<file path="src/core/tx_sec_pkg.sv">
// Constants and types shared by the transmit security control logic
package tx_sec_pkg;
    // ======================================================
    // Register long addresses
    localparam logic [9:0] BEACON_CTRL_ADDR = 10'h01a;
    localparam logic [9:0] NORMAL_CTRL_ADDR = 10'h01b;
    localparam logic [9:0] SLOT1_CTRL_ADDR = 10'h01c;
    localparam logic [9:0] SLOT2_CTRL_ADDR = 10'h01d;
    localparam logic [9:0] TX_RESULT_ADDR = 10'h024;
    localparam logic [9:0] SEC_CTRL_A_ADDR = 10'h02c;
    localparam logic [9:0] SEC_CTRL_B_ADDR = 10'h02d;
    localparam logic [9:0] INT_FLAGS_ADDR = 10'h031;
    localparam logic [9:0] INT_ENABLES_ADDR = 10'h032;
    localparam logic [9:0] SEC_CTRL_C_ADDR = 10'h037;
    localparam logic [9:0] KEY_BASE_ADDR = 10'h280;
    localparam logic [9:0] KEY_END_ADDR = 10'h2bf;
    // ======================================================
    // Field positions
    localparam int TRIG_BIT = 0;
    localparam int SECEN_BIT = 1;
    localparam int RETRY_LSB = 6;
    localparam int SLOT_MISC_LSB = 2;
    localparam int NORMAL_FAIL_BIT = 0;
    localparam int SLOT1_OK_BIT = 1;
    localparam int SLOT2_OK_BIT = 2;
    localparam int SLOT1_NOTIME_BIT = 3;
    localparam int SLOT2_NOTIME_BIT = 4;
    localparam int CHAN_BUSY_BIT = 5;
    localparam int NORMAL_SUITE_LSB = 0;
    localparam int SLOT1_SUITE_LSB = 0;
    localparam int SLOT2_SUITE_LSB = 3;
    localparam int BEACON_SUITE_LSB = 4;
    localparam int NORMAL_DONE_BIT = 0;
    localparam int SLOT1_DONE_BIT = 1;
    localparam int SLOT2_DONE_BIT = 2;
    // ======================================================
    // Reset values
    localparam logic [7:0] REG_RESET = 8'h00;
    localparam logic [2:0] SUITE_RESET = 3'h0;
    // ======================================================
    // Key slots, one 16-byte key each
    localparam logic [1:0] KEY_SLOT_NORMAL = 2'h0;
    localparam logic [1:0] KEY_SLOT_SLOT1 = 2'h1;
    localparam logic [1:0] KEY_SLOT_SLOT2 = 2'h2;
    localparam logic [1:0] KEY_SLOT_RX = 2'h3;
    // ======================================================
    // Tag lengths in bytes
    localparam logic [4:0] TAG_NONE = 5'h00;
    localparam logic [4:0] TAG_128 = 5'h10;
    localparam logic [4:0] TAG_64 = 5'h08;
    localparam logic [4:0] TAG_32 = 5'h04;

    typedef enum logic [2:0] {
        SUITE_NONE = 3'h0,
        SUITE_CTR = 3'h1,
        SUITE_CCM128 = 3'h2,
        SUITE_CCM64 = 3'h3,
        SUITE_CCM32 = 3'h4,
        SUITE_MAC128 = 3'h5,
        SUITE_MAC64 = 3'h6,
        SUITE_MAC32 = 3'h7
    } suite_t;

    typedef enum logic [1:0] {
        BUF_NORMAL = 2'h0,
        BUF_SLOT1 = 2'h1,
        BUF_SLOT2 = 2'h2,
        BUF_BEACON = 2'h3
    } buffer_t;

    typedef enum logic [1:0] {
        ST_IDLE = 2'b01,
        ST_BUSY = 2'b10
    } txState_t;
endpackage : tx_sec_pkg

</file>
<file path="src/core/tx_frame_security_control.sv">
// Transmit-side security control: registers, key store, launch and result logging
//
// Summary of operation
// RL1: Frames from transmit buffers are AES-128 encrypted using the stored 128-bit key.
// RL2: Suite code decodes to none, CTR, CCM 128/64/32, CBC-MAC 128/64/32.
// RL3: Key memory holds four 16-byte keys; top one serves receive decryption.
// RL4: Normal key at 0x280-0x28F, slot 1 at 0x290-0x29F, slot 2 at 0x2A0-0x2AF.
// RL5: Beacon buffer uses the slot 2 key storage.
// RL6: Suite fields: 0x2C[2:0] normal, 0x37[2:0]/[5:3] slots, 0x2D[6:4] beacon.
// RL7: Each buffer control register has security enable bit 1, trigger bit 0.
// RL8: Host loads frame, key, suite, then sets enable and trigger.
// RL9: Enable plus trigger set makes the engine encrypt and send the frame.
// RL10: Normal done raises flag 0x31[0]; 0x24[0] is 1 on failure.
// RL11: Normal retry count lands in 0x24[7:6].
// RL12: 0x24[5] marks a failure caused by a busy channel.
// RL13: Slot done raises 0x31[1] or [2]; 0x24[1]/[2] is 1 on success.
// RL14: Slot retry count lands in bits 7:6 of its control register.
// RL15: 0x24[3] or [4] marks slot failure for lack of slot time.
// RL16: Trigger without enable sends the frame unencrypted.
`timescale 1ns/1ps
`default_nettype none
module tx_frame_security_control (
    input wire logic core_clk,
    input wire logic reset,
    input wire logic [9:0] regAddr,
    input wire logic regWrite,
    input wire logic [7:0] regWrData,
    input wire logic regRead,
    output logic [7:0] regRdData,
    input wire logic engineDone,
    input wire logic engineOk,
    input wire logic [1:0] engineRetries,
    input wire logic engineChanBusy,
    input wire logic engineNoTime,
    input wire logic [3:0] keyByteIdx,
    output logic txStart,
    output tx_sec_pkg::buffer_t txBuffer,
    output tx_sec_pkg::suite_t txSuite,
    output logic txEncrypt,
    output logic [4:0] txTagBytes,
    output logic [1:0] txKeySlot,
    output logic [7:0] keyByte
);
    import tx_sec_pkg::*;

    // ======================================================
    // Register state
    logic [3:0] trigReg;
    logic [3:0] secEnReg;
    logic [2:0] normalSuiteReg;
    logic [2:0] slot1SuiteReg;
    logic [2:0] slot2SuiteReg;
    logic [2:0] beaconSuiteReg;
    logic [3:0] slot1MiscReg;
    logic [3:0] slot2MiscReg;
    logic [1:0] slot1RetryReg;
    logic [1:0] slot2RetryReg;
    logic [7:0] txResultReg;
    logic [2:0] intFlagsReg;
    logic [7:0] intEnablesReg;
    txState_t stateReg;

    logic [3:0] trigNext;
    logic [3:0] trigWrite;
    logic [3:0] launchClear;
    logic [2:0] flagSet;
    logic [2:0] flagsNext;
    logic launch;
    buffer_t pickBuf;
    logic [2:0] pickSuite;
    logic doneNow;

    // ======================================================
    // Write decode
    always_comb begin
        trigWrite = 4'h0;
        if (regWrite && regWrData[TRIG_BIT]) begin
            trigWrite[BUF_NORMAL] = (regAddr == NORMAL_CTRL_ADDR); // RL7
            trigWrite[BUF_SLOT1] = (regAddr == SLOT1_CTRL_ADDR); // RL7
            trigWrite[BUF_SLOT2] = (regAddr == SLOT2_CTRL_ADDR); // RL7
            trigWrite[BUF_BEACON] = (regAddr == BEACON_CTRL_ADDR); // RL7
        end
    end

    always_ff @(posedge core_clk) begin
        if (reset) begin
            secEnReg <= 4'h0;
            slot1MiscReg <= 4'h0;
            slot2MiscReg <= 4'h0;
            intEnablesReg <= REG_RESET;
        end else if (regWrite) begin
            case (regAddr)
                NORMAL_CTRL_ADDR: secEnReg[BUF_NORMAL] <= regWrData[SECEN_BIT]; // RL7
                BEACON_CTRL_ADDR: secEnReg[BUF_BEACON] <= regWrData[SECEN_BIT]; // RL7
                SLOT1_CTRL_ADDR: begin
                    secEnReg[BUF_SLOT1] <= regWrData[SECEN_BIT]; // RL7
                    slot1MiscReg <= regWrData[SLOT_MISC_LSB +: 4];
                end
                SLOT2_CTRL_ADDR: begin
                    secEnReg[BUF_SLOT2] <= regWrData[SECEN_BIT]; // RL7
                    slot2MiscReg <= regWrData[SLOT_MISC_LSB +: 4];
                end
                INT_ENABLES_ADDR: intEnablesReg <= regWrData;
                default: ;
            endcase
        end
    end

    always_ff @(posedge core_clk) begin
        if (reset) begin
            normalSuiteReg <= SUITE_RESET;
            slot1SuiteReg <= SUITE_RESET;
            slot2SuiteReg <= SUITE_RESET;
            beaconSuiteReg <= SUITE_RESET;
        end else if (regWrite) begin
            case (regAddr)
                SEC_CTRL_A_ADDR: normalSuiteReg <= regWrData[NORMAL_SUITE_LSB +: 3]; // RL6
                SEC_CTRL_B_ADDR: beaconSuiteReg <= regWrData[BEACON_SUITE_LSB +: 3]; // RL6
                SEC_CTRL_C_ADDR: begin
                    slot1SuiteReg <= regWrData[SLOT1_SUITE_LSB +: 3]; // RL6
                    slot2SuiteReg <= regWrData[SLOT2_SUITE_LSB +: 3]; // RL6
                end
                default: ;
            endcase
        end
    end

    // ======================================================
    // Trigger handling; a fresh write wins over the launch clear
    assign trigNext = (trigReg & ~launchClear) | trigWrite;

    always_ff @(posedge core_clk) begin
        if (reset) begin
            trigReg <= 4'h0;
        end else begin
            trigReg <= trigNext;
        end
    end

    // ======================================================
    // Launch: beacon first, then slots, then normal traffic
    always_comb begin
        pickBuf = BUF_NORMAL;
        pickSuite = normalSuiteReg;
        if (trigReg[BUF_BEACON]) begin
            pickBuf = BUF_BEACON;
            pickSuite = beaconSuiteReg;
        end else if (trigReg[BUF_SLOT1]) begin
            pickBuf = BUF_SLOT1;
            pickSuite = slot1SuiteReg;
        end else if (trigReg[BUF_SLOT2]) begin
            pickBuf = BUF_SLOT2;
            pickSuite = slot2SuiteReg;
        end
    end

    assign launch = (stateReg == ST_IDLE) && (trigReg != 4'h0); // RL9
    assign doneNow = (stateReg == ST_BUSY) && engineDone;

    always_comb begin
        launchClear = 4'h0;
        if (launch) begin
            launchClear[pickBuf] = 1'b1;
        end
    end

    always_ff @(posedge core_clk) begin
        if (reset) begin
            stateReg <= ST_IDLE;
        end else begin
            case (stateReg)
                ST_IDLE: if (launch) stateReg <= ST_BUSY;
                ST_BUSY: if (engineDone) stateReg <= ST_IDLE;
                default: stateReg <= ST_IDLE;
            endcase
        end
    end

    always_ff @(posedge core_clk) begin
        if (reset) begin
            txStart <= 1'b0;
            txBuffer <= BUF_NORMAL;
            txSuite <= SUITE_NONE;
            txEncrypt <= 1'b0;
            txTagBytes <= TAG_NONE;
            txKeySlot <= KEY_SLOT_NORMAL;
        end else begin
            txStart <= launch; // RL9
            if (launch) begin
                txBuffer <= pickBuf;
                // Security off sends the frame in clear
                txEncrypt <= secEnReg[pickBuf]; // RL16
                txSuite <= secEnReg[pickBuf] ? suite_t'(pickSuite) : SUITE_NONE; // RL16
                case (secEnReg[pickBuf] ? pickSuite : SUITE_NONE)
                    SUITE_CCM128, SUITE_MAC128: txTagBytes <= TAG_128; // RL2
                    SUITE_CCM64, SUITE_MAC64: txTagBytes <= TAG_64; // RL2
                    SUITE_CCM32, SUITE_MAC32: txTagBytes <= TAG_32; // RL2
                    default: txTagBytes <= TAG_NONE; // RL2
                endcase
                case (pickBuf)
                    BUF_SLOT1: txKeySlot <= KEY_SLOT_SLOT1; // RL4
                    BUF_SLOT2, BUF_BEACON: txKeySlot <= KEY_SLOT_SLOT2; // RL5
                    default: txKeySlot <= KEY_SLOT_NORMAL; // RL4
                endcase
            end
        end
    end

    // ======================================================
    // Result logging
    always_ff @(posedge core_clk) begin
        if (reset) begin
            txResultReg <= REG_RESET;
            slot1RetryReg <= 2'h0;
            slot2RetryReg <= 2'h0;
        end else if (doneNow && txBuffer != BUF_BEACON) begin
            txResultReg[CHAN_BUSY_BIT] <= !engineOk && engineChanBusy; // RL12
            case (txBuffer)
                BUF_NORMAL: begin
                    txResultReg[NORMAL_FAIL_BIT] <= !engineOk; // RL10
                    txResultReg[RETRY_LSB +: 2] <= engineRetries; // RL11
                end
                BUF_SLOT1: begin
                    txResultReg[SLOT1_OK_BIT] <= engineOk; // RL13
                    txResultReg[SLOT1_NOTIME_BIT] <= !engineOk && engineNoTime; // RL15
                    slot1RetryReg <= engineRetries; // RL14
                end
                default: begin
                    txResultReg[SLOT2_OK_BIT] <= engineOk; // RL13
                    txResultReg[SLOT2_NOTIME_BIT] <= !engineOk && engineNoTime; // RL15
                    slot2RetryReg <= engineRetries; // RL14
                end
            endcase
        end
    end

    // Flags clear on read; a completion in the same cycle still sets
    always_comb begin
        flagSet = 3'h0;
        if (doneNow) begin
            flagSet[NORMAL_DONE_BIT] = (txBuffer == BUF_NORMAL); // RL10
            flagSet[SLOT1_DONE_BIT] = (txBuffer == BUF_SLOT1); // RL13
            flagSet[SLOT2_DONE_BIT] = (txBuffer == BUF_SLOT2); // RL13
        end
        flagsNext = flagSet | intFlagsReg;
        if (regRead && regAddr == INT_FLAGS_ADDR) begin
            flagsNext = flagSet;
        end
    end

    always_ff @(posedge core_clk) begin
        if (reset) begin
            intFlagsReg <= 3'h0;
        end else begin
            intFlagsReg <= flagsNext;
        end
    end

    // ======================================================
    // Read port; keys are write-only so they never leak back out
    always_ff @(posedge core_clk) begin
        if (reset) begin
            regRdData <= REG_RESET;
        end else if (regRead) begin
            case (regAddr)
                BEACON_CTRL_ADDR: regRdData <= {6'h00, secEnReg[BUF_BEACON], trigReg[BUF_BEACON]};
                NORMAL_CTRL_ADDR: regRdData <= {6'h00, secEnReg[BUF_NORMAL], trigReg[BUF_NORMAL]};
                SLOT1_CTRL_ADDR: regRdData <= {slot1RetryReg, slot1MiscReg,
                    secEnReg[BUF_SLOT1], trigReg[BUF_SLOT1]};
                SLOT2_CTRL_ADDR: regRdData <= {slot2RetryReg, slot2MiscReg,
                    secEnReg[BUF_SLOT2], trigReg[BUF_SLOT2]};
                TX_RESULT_ADDR: regRdData <= txResultReg;
                SEC_CTRL_A_ADDR: regRdData <= {5'h00, normalSuiteReg};
                SEC_CTRL_B_ADDR: regRdData <= {1'b0, beaconSuiteReg, 4'h0};
                SEC_CTRL_C_ADDR: regRdData <= {2'h0, slot2SuiteReg, slot1SuiteReg};
                INT_FLAGS_ADDR: regRdData <= {5'h00, intFlagsReg};
                INT_ENABLES_ADDR: regRdData <= intEnablesReg;
                default: regRdData <= REG_RESET;
            endcase
        end
    end

    // ======================================================
    // Key store: 0x280-0x2BF, four 16-byte keys, engine reads one byte a cycle
    logic keyWrite;
    logic [9:0] keyOffset;
    assign keyWrite = regWrite && regAddr >= KEY_BASE_ADDR && regAddr <= KEY_END_ADDR; // RL3
    assign keyOffset = regAddr - KEY_BASE_ADDR;

    tx_key_memory #(.ADDR_W(6), .DATA_W(8)) keyStore (
        .clk(core_clk),
        .wrEn(keyWrite),
        .wrAddr(keyOffset[5:0]), // RL4
        .wrData(regWrData),
        .rdAddr({txKeySlot, keyByteIdx}), // RL1
        .rdData(keyByte)
    );
endmodule : tx_frame_security_control
`default_nettype wire

</file>
<file path="src/core/tx_key_memory.sv">
// Key storage with one write port and a registered read port
`timescale 1ns/1ps
`default_nettype none
module tx_key_memory #(
    parameter int ADDR_W = 6,
    parameter int DATA_W = 8
) (
    input wire logic clk,
    input wire logic wrEn,
    input wire logic [ADDR_W-1:0] wrAddr,
    input wire logic [DATA_W-1:0] wrData,
    input wire logic [ADDR_W-1:0] rdAddr,
    output logic [DATA_W-1:0] rdData
);
    logic [DATA_W-1:0] mem [0:(1<<ADDR_W)-1];

    always_ff @(posedge clk) begin
        if (wrEn) begin
            mem[wrAddr] <= wrData;
        end
    end

    always_ff @(posedge clk) begin
        rdData <= mem[rdAddr];
    end
endmodule : tx_key_memory
`default_nettype wire

</file>
<file path="config.mk">
export PLATFORM = sky130hd
export DESIGN_NAME = tx_frame_security_control
export DESIGN_NICKNAME = d
export VERILOG_FILES = /design/src/core/tx_sec_pkg.sv /design/src/core/tx_frame_security_control.sv /design/src/core/tx_key_memory.sv
export SDC_FILE = /design/constraint.sdc
export NUM_CORES = 1
export LEC_CHECK = 0
export BUFFER_PORTS_ARGS = -buffer_cell sky130_fd_sc_hd__buf_4
export CORE_ASPECT_RATIO = 1.1
export CORE_MARGIN = 5
export CORE_UTILIZATION = 50
export DETAILED_ROUTE_END_ITERATION = 10
export PLACE_DENSITY = 0.66
export SLEW_MARGIN = 20
export SYNTH_ARGS = -nofsm -noshare
export SYNTH_HDL_FRONTEND = slang
export SYNTH_HIERARCHICAL = 1
export SYNTH_SLANG_ARGS = --single-unit
</file>
<file path="constraint.sdc">
create_clock -name core_clk -period 2.5 [get_ports core_clk]
set_input_delay 0 -clock core_clk [delete_from_list [all_inputs] [get_ports core_clk]]
set_output_delay 0 -clock core_clk [all_outputs]
set_load 0.01 [all_outputs]
</file>
==> metrics.yaml, run 1 <==
fp-row-count: 83
clk_pin_slew_ns: 0.06
track_usage_pct: 21.6
cellLeakagePower_uw: 0.00903
max-vdd-ir-drop_uv: 507
cts-resized-gates: 0
whs_endpoint: "normalSuiteReg[1]$_SDFFE_PP0P_"
fin_ws_ns: 0.277
r2r_slack_ns: 0.28
cts_buffers: 57
synth.cell_area_um2: 23700
rsz0062_at_grt: "false"
io_pins: 62
critPathMaxStageDelay_ns: 0.59
timing.rr.end: "txResultReg[5]$_SDFFE_PP0P_"
diodes: 0
hold_path_class: "in -> reg"
period_needed_ns: 2.22
crit_type: "reg -> reg"
synth_seq_cells: 593
maxSlewViolCount: 0
power.density_nw_per_um2: 734
coreArea_um2: 46800
regToRegStartpoint: "stateReg[0]$_SDFFE_PP1P_"
clock_path_buffers: 3
endpoint_kind: "flip-flop"
drv_cap: 0
drt_wl_total_um: 55500
ys_warn_count: 6
dieArea_um2: 52000
dr.pass1.iters: 5
p_sw_share_pct: 20.7
die_x_um: 218
slew-limit-headroom_pct: 44.2
crit_slowest_cell: "dlygate4sd3_1"
async_flop_share_pct: 0
path_common_cell: "dlygate4sd3_1"
dp_hpwl_um: 34900
layout-drive-gt1-share_pct: 26.5
internal-power_uw: 16100
drc: 0
area_growth_pct: 16.7
gp_congestion: 0.839
wire_per_inst_um: 25.0
io_buffers: 59
netlist_instances: 1352
setup_viol: 0
fin_nets: 1571
hp-start: "regAddr[6]"
drtIter0Drc: 1246
grt-ovfl-total: 0
clock_sinks: 593
via_count: 13200
htreeDepth: 2
grt_pass1_wl_um: 84100
cts_root_buffer: "clkbuf_16"
grt_max_degree: 72
fin_crit_sh_pct: 88.9
hold_violations: 0
final_antenna_net_count: 0
fp.dieH_um: 239
insertion_delay_ns: 0.62
p_switching_uw: 4200
fin_setup_tns_ns: 0
synth_cell_type_count: 71
cp_max_fo: 4
seqPwrFrac_pct: 53.0
hold_depth: 5
syn_area_per_cell_um2: 17.6
synth-edff-count: 512
combPwrFrac_pct: 4.7
antenna_found_initial: 0
max_freq_mhz: 450
required_ns: 3.00
fin_hold_ws_ns: 0.0739
startpoint_type: "flip-flop"
final.setup_skew_ns: 0.0157
critPathArrivalTime_ns: 2.72
grt_pass1_vias: 13300
pre_cts_ws_ns: 0.227
synth-main-ff-cell: "edfxtp_1"
status: "finished clean"
crit_chain: "nand3b_1 > a21oi_1 > nor2b_1 > a31oi_1 > dlygate4sd3_1 > nor2_1 > dlygate4sd3_1"
initial_core_util_pct: 50.7
seq_area_frac_synth_pct: 71.6
cts_setup_buffers: 0
clkPwrFrac_pct: 42.3
cts_tree: "done"
reg2regPathDepth: 7
tightest_slew_ns: 0.837
via_per_inst: 5.92
num-fill-cells: 3476
## synthesized netlist by cell type, drive strengths merged (7+ instances only)
cell,count,area [µm²]
a221oi,9,91.3
a21oi,35,175
mux4,126,2840
a22o,11,96.3
a211oi,7,57.6
nand3,41,205
o22ai,8,50.1
nor3,14,80.1
o221ai,8,70.1
nand2,65,244
buf,48,340
inv,10,37.5
dfxtp,81,1620
mux2i,54,541
nand2b,11,68.8
edfxtp,512,15400
clkbuf,33,124
nor2,129,492
nor2b,19,119
nand3b,7,52.6
o21ai,11,55.1
mux2,20,225
a22oi,9,67.6
## power by group through the flow
stage | Combinational (µW) | Sequential (µW) | Clock, µW
floorplan | 510 | 11000 | 0
global placement | 915 | 11000 | 0
detailed placement | 931 | 11000 | 0
CTS | 965 | 10800 | 8780
global route | 1030 | 10800 | 9200
finish | 957 | 10800 | 8610
## layout make-up
cell class,instances,area (µm²),share of cell area (%)
timing repair buffer,208,1750,6.30
sequential,593,17000,61.3
inverter,10,37.5,0.135
tap,637,797,2.88
multi-input combinational,669,6250,22.6
clock inverter,33,373,1.35
clock buffer,73,1510,5.44
## kinds of logic after synthesis
family / after synthesis / synth area share (%)
DFF: 593 / 71.6
and+or+nand+nor: 323 / 6.57
muxes: 200 / 15.2
AOI/OAI and AO/OA: 142 / 4.49
buffers and inverters: 91 / 2.11
xor gates and xnor gates: 2 / 0.0738
other: 1 / 0.0158
## worst max-delay path: cells and delay by family (launching register included)
family,cells,cell delay (ns)
simple gates,3,0.33
buf+inv,2,1.15
compound gates,2,0.32
flops,1,0.32
## stage by stage
| step | area, µm² | cells | power (µW) | util, % |
|---|---|---|---|---|
| floorplan | 23800 | 1353 | 11500 | - |
| global placement | 25500 | 2086 | 11900 | 54.5 |
| detailed placement | 25500 | 2086 | 11900 | 54.5 |
| CTS | 27700 | 2223 | 20500 | 59.2 |
| global route | 27700 | 2223 | 21000 | 59.2 |
| finish | 27700 | 2223 | 20300 | 59.2 |
## state kept, by name (all words and copies together) (netlist names), 3 cells and up
| name | flops |
|---|---|
| normalSuiteReg | 3 |
| keyStore/rdData | 8 |
| beaconSuiteReg | 3 |
| slot2MiscReg | 4 |
| intFlagsReg | 3 |
| trigReg | 4 |
| intEnablesReg | 8 |
| txSuite | 3 |
| txTagBytes | 3 |
| slot2SuiteReg | 3 |
| txResultReg | 8 |
| slot1MiscReg | 4 |
| secEnReg | 4 |
| regRdData | 8 |
| slot1SuiteReg | 3 |
| keyStore/mem | 512 |
## cells in the final DEF, fill, tap and decap left out, types with 6 or more instances in the layout
cell,synthesis,layout
o221ai_1,8,8
nor3_1,12,12
nor2b_1,19,19
o32ai_1,6,6
buf_4,18,168
a21oi_1,35,35
o21ai_0,8,8
a221oi_1,7,7
clkinv_1,0,11
o21a_1,6,6
dfxtp_1,81,81
nand2b_1,11,11
clkbuf_1,33,15
inv_1,10,10
o22ai_1,8,8
mux4_2,126,126
bufinv_16,0,7
nor2_1,128,128
mux2i_1,54,54
dlygate4sd3_1,0,31
a22oi_1,9,9
clkinv_2,0,6
a22o_1,11,11
nand3_1,41,41
nand2_1,65,65
edfxtp_1,512,512
clkbuf_16,0,58
mux2_2,20,20
nand3b_1,7,7
a211oi_1,6,6
buf_12,2,8
## how the worst max path moves through the flow
stage | start | endpoint | cells past startpoint
2_1_floorplan | regWrite | keyStore/mem[62][0]$_DFFE_PP_ | 7
3_3_place_gp | keyByteIdx[0] | keyStore/rdData[7]$_DFF_P_ | 6
3_5_place_dp | keyByteIdx[0] | keyStore/rdData[7]$_DFF_P_ | 6
4_1_cts | stateReg[0]$_SDFFE_PP1P_ | txResultReg[5]$_SDFFE_PP0P_ | 7
5_1_grt | trigReg[3]$_SDFF_PP0_ | txTagBytes[4]$_SDFFE_PP0P_ | 5
6_report | stateReg[0]$_SDFFE_PP1P_ | txResultReg[5]$_SDFFE_PP0P_ | 7
## routing by layer
layer | wire length [µm] | up-vias | track usage [%] | part of all wire, %
met4 | 1530 | 0 | 6.64 | 2.8
li1 | - | 5805 | - | -
met5 | 0 | - | 0 | 0
met2 | 27100 | 484 | 35.0 | 49
met3 | 4120 | 81 | 4.03 | 7.4
met1 | 22800 | 6789 | 30.3 | 41
## timing repair
item	in CTS	in global routing
endpoints found under the hold margin	191	0
hold buffers	31	0
setup endpoints to repair	0	0
(Power assumes the default switching activity.)
==> run 2, diff against run 1 <==
- clock period: 2.5 -> 2.33 ns (I/O delays scaled with it)
==> metrics.yaml, run 2 (synthesis results as in run 1) <==
coreArea_um2: 46800
area_growth_pct: 16.1
cts_setup_buffers: 0
grt_pass1_vias: 13100
required_ns: 2.79
fin_setup_tns_ns: 0
grt-ovfl-total: 0
track_usage_pct: 21.2
largest_reg_flops: 512
layout_common_cells: "edfxtp_1, buf_4, nor2_1"
die_x_um: 218
fp.dieH_um: 239
cts_buffers: 57
grt_pass1_wl_um: 83400
regArea_um2: 17000
via_count: 13000
fp-row-count: 83
dp_hpwl_um: 34400
clkPwrFrac_pct: 41.3
fin_area_um2: 27600
endpoint_kind: "flip-flop"
initial_core_util_pct: 50.7
hold_violations: 0
regToRegStartpoint: "keyStore/mem[21][4]$_DFFE_PP_"
placedInstanceArea_um2: 25500
crit_type: "reg -> reg"
highest_layer: "met4"
internal-power_uw: 17000
status: "finished clean"
period_needed_ns: 2.24
clk_pin_slew_ns: 0.06
dieArea_um2: 52000
final_common_cell: "edfxtp_1"
critPathArrivalTime_ns: 2.70
antenna_found_initial: 0
startpoint_type: "flip-flop"
diodes: 0
via_per_inst: 5.87
dr_wl_met2_um: 26900
power.density_nw_per_um2: 777
finalPower_uw: 21400
fin_nets: 1563
regMostFlops: "keyStore/mem"
p_switching_uw: 4470
cts_root_buffer: "clkbuf_16"
wl_met1_um: 23200
p_sw_share_pct: 20.8
fin_crit_sh_pct: 96.1
drv_cap: 0
pre_cts_ws_ns: 0.0651
combPwrFrac_pct: 4.8
maxSlewViolCount: 0
hold_path_class: "in -> reg"
slew-limit-headroom_pct: 44.9
seqPwrFrac_pct: 53.9
io_pins: 62
hp-start: "regWrData[1]"
num-fill-cells: 3496
final_antenna_net_count: 0
drt_wl_total_um: 55200
wl_met3_um: 3270
setup_viol: 0
fin_ws_ns: 0.0907
cellLeakagePower_uw: 0.00897
cts_tree: "done"
clock_path_buffers: 3
grt_max_degree: 72
htreeDepth: 2
io_buffers: 59
rsz0062_at_grt: "false"
gp_congestion: 0.825
final.setup_skew_ns: 0.0181
dr.pass1.iters: 7
clock_sinks: 593
max_freq_mhz: 447
multiInputGateArea_um2: 6260
max-vdd-ir-drop_uv: 572
tightest_slew_ns: 0.826
wire_per_inst_um: 24.9
drc: 0
cp-startpoint: "keyStore/mem[21][4]$_DFFE_PP_"
layout-drive-gt1-share_pct: 26.4
cp_max_fo: 1
insertion_delay_ns: 0.61
drtIter0Drc: 1242
[run 2: final timing paths]
kind / to / slack (ns) / cells after the start
worst min-delay path: keyStore/mem[36][1]$_DFFE_PP_ / 0.01 / 1
worst max register to register: keyStore/rdData[4]$_DFF_P_ / 0.09 / 5
worst min register to register: txSuite[1]$_SDFFE_PP0P_ / 0.46 / 2
worst max-delay path: keyStore/rdData[4]$_DFF_P_ / 0.09 / 5
[run 2: metal layers]
layer  vias up  global-route usage, %
met3        94                   2.84
met4         0                   7.29
met5         -                      0
met2       452                   34.5
met1      6682                   30.2
li1       5766                      -
[run 2: repair_timing]
item | CTS | global route
gates resized for setup | 0 | 2
endpoints found under the hold margin | 169 | 1
hold buffers | 25 | 1
setup endpoints to repair | 0 | 2
[run 2: cell type report]
cell class / instances / share of cell area (%)
sequential: 593 / 61.6
multi-input combinational: 669 / 22.7
timing repair buffer: 200 / 6.17
clock buffer: 71 / 5.47
tap: 637 / 2.89
clock inverter: 35 / 0.985
inverter: 10 / 0.136
[run 2: critical path, stage by stage (launching register included)]
cell and delay (ns):
edfxtp_1 0.37, mux4_2 0.47, mux2_2 0.29, o221a_2 0.28
nor3_1 0.51, o32ai_1 0.17
[run 2: stage by stage]
stage                     hold slack [ns]  utilization (%)  std cells
final                             0.00963             58.9       2215
after global routing               0.0200             58.9       2215
after CTS                         0.00168             58.8       2214
after detailed placement            0.280             54.5       2083
after global placement              0.255             54.5       2083
after floorplan                    0.0989                -       1353
[run 2: power by group through the flow]
stage | clock network, µW | registers [µW] | logic, µW
after CTS | 9000 | 11600 | 1030
after global routing | 9460 | 11600 | 1090
after floorplan | 0 | 11800 | 548
final | 8850 | 11600 | 1020
after global placement | 0 | 11800 | 982
after detailed placement | 0 | 11800 | 1000
